### src/shared/adcprt_params.svh
// adcprt constants: register offsets, field positions, reset values, widths
`ifndef ADCPRT_PARAMS_SVH
`define ADCPRT_PARAMS_SVH

`define ADCPRT_DATA_W       14
`define ADCPRT_PIPE_W       15
`define ADCPRT_LAT_WHOLE    9
`define ADCPRT_PIPE_DEPTH   10

`define ADCPRT_SEL_RESULT   2'h0
`define ADCPRT_SEL_GAIN     2'h1
`define ADCPRT_SEL_OFFSET   2'h2
`define ADCPRT_SEL_CONTROL  2'h3

`define ADCPRT_GAIN_MASK    14'h0007
`define ADCPRT_OFFS_MASK    14'h00FF
`define ADCPRT_CTRL_MASK    14'h3FC0
`define ADCPRT_GAIN_RST     14'h0000
`define ADCPRT_OFFS_RST     14'h0000
`define ADCPRT_CTRL_RST     14'h0000

`define ADCPRT_CTL_PWD      13
`define ADCPRT_CTL_REF      12
`define ADCPRT_CTL_FMT      11
`define ADCPRT_CTL_TM_HI    10
`define ADCPRT_CTL_TM_LO    8
`define ADCPRT_CTL_OFFDIS   7

`define ADCPRT_OFFS_MSB     7
`define ADCPRT_CODE_MAX     16'sh3FFF

`define ADCPRT_PIN_W        20
`define ADCPRT_PIN_DIN_HI   13
`define ADCPRT_PIN_SEL_LO   14
`define ADCPRT_PIN_SEL_HI   15
`define ADCPRT_PIN_WE       16
`define ADCPRT_PIN_OE       17
`define ADCPRT_PIN_CS       18
`define ADCPRT_PIN_CONV     19
`define ADCPRT_PIN_RST      20'h7FFFF

`endif

### src/shared/adcprt_pkg.sv
// adcprt types, reset images and shared code arithmetic
`include "adcprt_params.svh"
package adcprt_pkg;

  typedef logic [`ADCPRT_DATA_W-1:0] adcprt_word_t;
  typedef logic [`ADCPRT_PIPE_W-1:0] adcprt_pipe_word_t;

  typedef struct packed {
    logic [`ADCPRT_PIN_W-1:0] pin_m;
    logic [`ADCPRT_PIN_W-1:0] pin_s;
    logic                     conv_p;
    logic                     we_p;
    logic                     fall_p;
    adcprt_word_t             gain_q;
    adcprt_word_t             offs_q;
    adcprt_word_t             ctrl_q;
    adcprt_word_t             result_q;
    adcprt_word_t             dout_q;
    logic                     ov_q;
    logic                     doe_n_q;
  } adcprt_port_st_t;

  typedef struct packed {
    logic [`ADCPRT_PIPE_DEPTH-1:0][`ADCPRT_PIPE_W-1:0] mem;
    adcprt_pipe_word_t                                 rd_q;
  } adcprt_pipe_st_t;

  localparam adcprt_port_st_t ADCPRT_PORT_RST = '{
    pin_m:    `ADCPRT_PIN_RST,
    pin_s:    `ADCPRT_PIN_RST,
    conv_p:   1'b0,
    we_p:     1'b1,
    fall_p:   1'b0,
    gain_q:   `ADCPRT_GAIN_RST,
    offs_q:   `ADCPRT_OFFS_RST,
    ctrl_q:   `ADCPRT_CTRL_RST,
    result_q: '0,
    dout_q:   '0,
    ov_q:     1'b0,
    doe_n_q:  1'b1
  };

  // straight-binary code plus signed offset, clamped to the code range
  function automatic adcprt_word_t adcprt_sat_add(
    input adcprt_word_t code,
    input logic [7:0]   offs
  );
    logic signed [15:0] sum;
    sum = $signed({2'h0, code}) + $signed({{8{offs[7]}}, offs});
    if (sum < 16'sh0000) begin
      return '0;
    end else if (sum > `ADCPRT_CODE_MAX) begin
      return 14'h3FFF;
    end
    return sum[13:0];
  endfunction : adcprt_sat_add

  // two's complement is straight binary with the top bit inverted
  function automatic adcprt_word_t adcprt_fmt(
    input adcprt_word_t code,
    input logic         twos
  );
    return twos ? {~code[13], code[12:0]} : code;
  endfunction : adcprt_fmt

endpackage : adcprt_pkg

### src/verilog/adcprt_delay.sv
// adcprt sample pipeline: shift on sample clock rise, registered read
`timescale 1ns/10ps
`default_nettype none
`include "adcprt_params.svh"
module adcprt_delay
  import adcprt_pkg::*;
(
  input  wire logic              clk,
  input  wire logic              nrst,
  input  wire logic              ce,
  input  wire logic              wr_en,
  input  wire adcprt_pipe_word_t wr_data,
  input  wire logic              rd_en,
  output adcprt_pipe_word_t      rd_data
);

  adcprt_pipe_st_t st_q;
  adcprt_pipe_st_t st_d;

  always_comb begin
    st_d = st_q;
    if (ce && wr_en) begin
      st_d.mem = {st_q.mem[`ADCPRT_PIPE_DEPTH-2:0], wr_data};
    end
    if (ce && rd_en) begin
      st_d.rd_q = st_q.mem[`ADCPRT_PIPE_DEPTH-1];
    end
  end

  always_ff @(posedge clk) begin
    if (!nrst) begin
      st_q <= '0;
    end else begin
      st_q <= st_d;
    end
  end

  assign rd_data = st_q.rd_q;
endmodule : adcprt_delay
`default_nettype wire

### src/verilog/adcprt_port.sv
// adcprt parallel register port of a pipelined 14-bit converter
`timescale 1ns/10ps
`default_nettype none
`include "adcprt_params.svh"
module adcprt_port
  import adcprt_pkg::*;
(
  input  wire logic         clk,
  input  wire logic         nrst,
  input  wire logic         ce,
  input  wire logic         conv_clk,
  input  wire adcprt_word_t sample_code,
  input  wire logic         sample_over,
  input  wire logic         cs_n,
  input  wire logic         oe_n,
  input  wire logic         we_n,
  input  wire logic         reg_select_hi,
  input  wire logic         reg_select_lo,
  input  wire adcprt_word_t data_in,
  output adcprt_word_t      data_out,
  output logic              data_oe_n,
  output logic              over_range_flag,
  output logic              power_down_bit,
  output logic              ref_select,
  output logic [2:0]        gain_code,
  output logic [2:0]        test_mode_field
);

  adcprt_port_st_t   s_q;
  adcprt_port_st_t   s_d;
  adcprt_pipe_word_t pipe_rd;
  adcprt_word_t      din_s;
  adcprt_word_t      corr;
  logic [1:0]        sel_s;
  logic              conv_s;
  logic              we_s;
  logic              oe_s;
  logic              cs_s;
  logic              rise_evt;
  logic              fall_evt;
  logic              wr_evt;
  logic              off_dis;
  logic              twos;

  // only the second synchroniser stage is looked at
  assign din_s    = s_q.pin_s[`ADCPRT_PIN_DIN_HI:0];
  assign sel_s    = s_q.pin_s[`ADCPRT_PIN_SEL_HI:`ADCPRT_PIN_SEL_LO];
  assign conv_s   = s_q.pin_s[`ADCPRT_PIN_CONV];
  assign we_s     = s_q.pin_s[`ADCPRT_PIN_WE];
  assign oe_s     = s_q.pin_s[`ADCPRT_PIN_OE];
  assign cs_s     = s_q.pin_s[`ADCPRT_PIN_CS];
  assign rise_evt = conv_s && !s_q.conv_p;
  assign fall_evt = !conv_s && s_q.conv_p;
  assign wr_evt   = we_s && !s_q.we_p && !cs_s;
  assign off_dis  = s_q.ctrl_q[`ADCPRT_CTL_OFFDIS];
  assign twos     = s_q.ctrl_q[`ADCPRT_CTL_FMT];

  // raw core codes are straight binary; correction then formatting
  assign corr = off_dis ? pipe_rd[13:0]
              : adcprt_sat_add(pipe_rd[13:0],
                               s_q.offs_q[`ADCPRT_OFFS_MSB:0]);

  adcprt_delay u_pipe (
    .clk     (clk),
    .nrst    (nrst),
    .ce      (ce),
    .wr_en   (rise_evt),
    .wr_data ({sample_over, sample_code}),
    .rd_en   (fall_evt),
    .rd_data (pipe_rd)
  );

  always_comb begin
    s_d = s_q;
    if (ce) begin
      s_d.pin_m  = {conv_clk, cs_n, oe_n, we_n, reg_select_hi,
                    reg_select_lo, data_in};
      s_d.pin_s  = s_q.pin_m;
      s_d.conv_p = conv_s;
      s_d.we_p   = we_s;
      s_d.fall_p = fall_evt;
      if (wr_evt) begin
        unique case (sel_s)
          `ADCPRT_SEL_RESULT: begin
            s_d.gain_q = s_q.gain_q;
          end
          `ADCPRT_SEL_GAIN: begin
            s_d.gain_q = din_s & `ADCPRT_GAIN_MASK;
          end
          `ADCPRT_SEL_OFFSET: begin
            s_d.offs_q = din_s & `ADCPRT_OFFS_MASK;
          end
          `ADCPRT_SEL_CONTROL: begin
            s_d.ctrl_q = din_s & `ADCPRT_CTRL_MASK;
          end
        endcase
      end
      if (s_q.fall_p) begin
        s_d.result_q = adcprt_fmt(corr, twos);
        s_d.ov_q     = pipe_rd[`ADCPRT_PIPE_W-1];
      end
      unique case (sel_s)
        `ADCPRT_SEL_RESULT:  s_d.dout_q = s_q.result_q;
        `ADCPRT_SEL_GAIN:    s_d.dout_q = s_q.gain_q;
        `ADCPRT_SEL_OFFSET:  s_d.dout_q = s_q.offs_q;
        `ADCPRT_SEL_CONTROL: s_d.dout_q = s_q.ctrl_q;
      endcase
      s_d.doe_n_q = oe_s || cs_s;
    end
  end

  always_ff @(posedge clk) begin
    if (!nrst) begin
      s_q <= ADCPRT_PORT_RST;
    end else begin
      s_q <= s_d;
    end
  end

  assign data_out        = s_q.dout_q;
  assign data_oe_n       = s_q.doe_n_q;
  assign over_range_flag = s_q.ov_q;
  assign power_down_bit  = s_q.ctrl_q[`ADCPRT_CTL_PWD];
  assign ref_select      = s_q.ctrl_q[`ADCPRT_CTL_REF];
  assign gain_code       = s_q.gain_q[2:0];
  assign test_mode_field = s_q.ctrl_q[`ADCPRT_CTL_TM_HI:`ADCPRT_CTL_TM_LO];
endmodule : adcprt_port
`default_nettype wire

### config.mk
export PLATFORM = sky130hd
export DESIGN_NAME = adcprt_port
export DESIGN_NICKNAME = d
export VERILOG_FILES = /design/src/shared/adcprt_pkg.sv /design/src/verilog/adcprt_delay.sv /design/src/verilog/adcprt_port.sv
export VERILOG_INCLUDE_DIRS = /design/src /design/src/shared
export SDC_FILE = /design/constraint.sdc
export NUM_CORES = 1
export LEC_CHECK = 0
export BUFFER_PORTS_ARGS = -buffer_cell sky130_fd_sc_hd__buf_2
export CORE_MARGIN = 1
export CORE_UTILIZATION = 61
export DETAILED_ROUTE_END_ITERATION = 8
export PLACE_DENSITY = 0.8
export SKIP_CTS_REPAIR_TIMING = 1
export SLEW_MARGIN = 25
export SYNTH_ARGS = -nofsm -noshare
export SYNTH_HDL_FRONTEND = slang
export SYNTH_SLANG_ARGS = --single-unit
### constraint.sdc
create_clock -name clk -period 3.2 [get_ports clk]
set_input_delay 0.16 -clock clk [delete_from_list [all_inputs] [get_ports clk]]
set_output_delay 0.16 -clock clk [all_outputs]
set_load 0.02 [all_outputs]
==> impl_results.md <==
- WP data required: 3610 ps
- Crit path kind: reg -> reg
- WP buf/inv: 1
- Final std cells w/o fill: 1500
- Synth Register Bits: 257
- PortBufs: 61
- H-tree Lvls: 1
- Antenna-violating nets left: 0
- Top FF cell, synth: dfxtp_1
- Total clock sinks: 257
- RSZ-0062 raised after global routing: false
- Clk root buf: clkbuf_16
- Met2 Use GR: 0.398
- Top-count cell post-synth: nand2_1
- Layout Nets: 1310
- Largest area contributor in the synthesized netlist: dfxtp_1
- Max IR drop VDD: 0.000609 V
- Worst-Margin Slew: 914 ps
- Post-route DRC: 0
- Worst Hold Class: in -> reg
- Status: finished clean
- Mapped cell area: 10700 µm²
- Post-synth EDFFs: 0
- Avg Vias per Cell: 5.35
- CTS Buf Count: 25
- Gr busiest metal: met2
- Startpoint Class: flop
- Final Setup Violations: 0
- Max Root-Sink Buffers: 3
- Initial DRC Count: 453
- Worst path cell trace: ha_1 > inv_1 > fa_1 > nor2b_1 > o31ai_4 > a211oi_2 > o31ai_4 > o2111ai_1 > nor2_1 > or3_1 > a21oi_1 > o21ai_1
- Core area: 17200 µm²
- Yosys top cell area share: 0.480
- CP Max Fanout: 9
- Syn_nets: 1285
- CTS clk-pin slew, worst paths: 60 ps
- Max Slew Vio Count: 0
- Ranking of synthesized cells by area: dfxtp_1, nand2_1, a21boi_0, mux2i_1, clkbuf_1
- WL final: 20.5 mm
- TritonCTS clock tree: built
- First-pass GRT wire length: 33.8 mm
- Cell Pwr Density: 542 nW/µm²
- Final Cycle Share: 0.926
- Post-synthesis sequential area ratio: 0.480
- Mean post-synth cell area: 8.71 µm²
- Vias: 8025
- Average wire per standard cell: 13.6 µm
- CP delay by family, top: compound AO/OA/AOI/OAI gates
- I/O pin count: 62
- Antenna violations before repair: 0
- Power consumption: 6.57 mW
- Die Width: 135 µm
- Clk_skew: 6.03 ps
- WP data arrival: 3370 ps
- Final TNS setup: 0 ps
- Crit. End Element: flop
- Synth top cells by count: nand2_1, dfxtp_1, a21boi_0
- Max_slew headroom: 0.389
- Initial Util: 0.622
- Diode count: 0
- Placed cells: 1418
- Library cells used by synthesis: 59
- MaxCap Viol Count: 0
- Pre-CTS WS: 114 ps
- DRT Pass-1 Iters: 4
- Share of cells above drive strength 1: 0.0980
- Total die area: 18100 µm²
- Slowest stage delay, CP: 510 ps
- Yosys warning total: 0
- HPWL after DPL: 12.3 mm
- FFs w/ async S/R, synth: 0
- Tmin final: 2960 ps
- Gr usage total: 0.224
- CP most frequent cell: o31ai_4
- Die extent in y: 135 µm
- Final Hold Fails: 0
- Post-layout util: 0.704
- Largest net degree at the start of global routing: 242
- Later-pin clock latency in the skew report: 530 ps
- Final WS setup: 236 ps
- Static leakage: 4.64 nW
- Global route overflow: 0
- M1 GR Usage: 0.275
- Vias in the first global route: 7222
- CP max stage cell: or3_1
- GPL Wtd Cong: 0.858
- Std cell rows: 48
- Fill cells: 1292
- Fmax: 0.337 GHz
- Area growth syn-to-layout: 13.2%
- GR met3 Demand/Resource: 0.0345
- Syn Inst Count: 1231
-- metrics by stage --
| stage | area [µm²] | hold slack [ps] |
|---|---|---|
| CTS | 11800 | -174 |
| global route | 12100 | 6.95 |
| global placement | 10900 | 373 |
| floorplan | 10700 | 288 |
| detailed placement | 10900 | 381 |
| finish | 12100 | 16.1 |
-- kinds of logic after synthesis --
| family | after synthesis | synth area share |
|---|---|---|
| simple gates | 484 | 0.184 |
| compound gates | 282 | 0.195 |
| flops | 257 | 0.480 |
| buf+inv | 115 | 0.0507 |
| mux | 66 | 0.0616 |
| fa+ha+maj | 16 | 0.0194 |
| xor+xnor | 11 | 0.00899 |
-- final cells by class --
class,instances,area [µm²],area share
flip-flops and latches,257,5140,0.424
multi-input cells,859,5040,0.415
repair buffers,104,764,0.0630
clock buffers,35,723,0.0596
well taps,225,282,0.0232
clock inverters,11,148,0.0122
inverters,9,33.8,0.00278
-- worst min-delay path: stages --
cell     delay, ps
buf_4          190
mux2i_1        100
nand2_1         60
-- routing by layer --
metal | part of all wire | wire (µm) | vias to the layer above
met4 | 0.030 | 623 | 0
met3 | 0.030 | 620 | 44
met5 | 0 | 0 | -
met2 | 0.49 | 10000 | 123
li1 | - | - | 4128
met1 | 0.45 | 9190 | 3730
-- placed cells by master (no fill, tap or decap), types with 5 or more instances in the layout --
| cell type | n |
|---|---|
| nand2_1 | 414 |
| dfxtp_1 | 257 |
| a21boi_0 | 171 |
| mux2i_1 | 66 |
| buf_2 | 59 |
| dlygate4sd3_1 | 36 |
| clkbuf_16 | 25 |
| nor2b_1 | 22 |
| o21ai_0 | 22 |
| a21oi_1 | 21 |
| ha_1 | 15 |
| o211a_1 | 11 |
| nor2_1 | 11 |
| inv_1 | 9 |
| nand3_1 | 9 |
| o21ai_1 | 9 |
| a22oi_1 | 9 |
| xnor2_1 | 8 |
| o211ai_1 | 7 |
| and2_1 | 6 |
| clkbuf_8 | 6 |
| clkinv_2 | 6 |
| buf_4 | 5 |
-- registers in the layout, summed over array words and instances, names as in the netlist, 3 cells and up --
signal	count
data_out	14
din_s	14
gain_code	3
s_q	50
test_mode_field	3
u_pipe.rd_data	15
u_pipe.st_q	150
-- final timing paths --
kind                                  startpoint                    end  slack [ps]  cells past startpoint
setup / recovery  u_pipe.rd_data[0]$_SDFFE_PN0P_   s_q[25]$_SDFFE_PN0P_         240                     12
hold reg to reg             s_q[19]$_SDFFE_PN0P_   s_q[19]$_SDFFE_PN0P_         450                      2
hold / removal                                ce  s_q[112]$_SDFFE_PN1P_          20                      3
setup reg to reg  u_pipe.rd_data[0]$_SDFFE_PN0P_   s_q[25]$_SDFFE_PN0P_         240                     12
-- report_power, final --
part	internal (mW)	leakage (nW)	switching [mW]
Sequential	3.23	2.08	0.0236
Combinational	0.125	2.13	0.129
Clock	1.83	0.432	1.23
Total	5.19	4.64	1.38
Power figures use the tool's default switching activity.
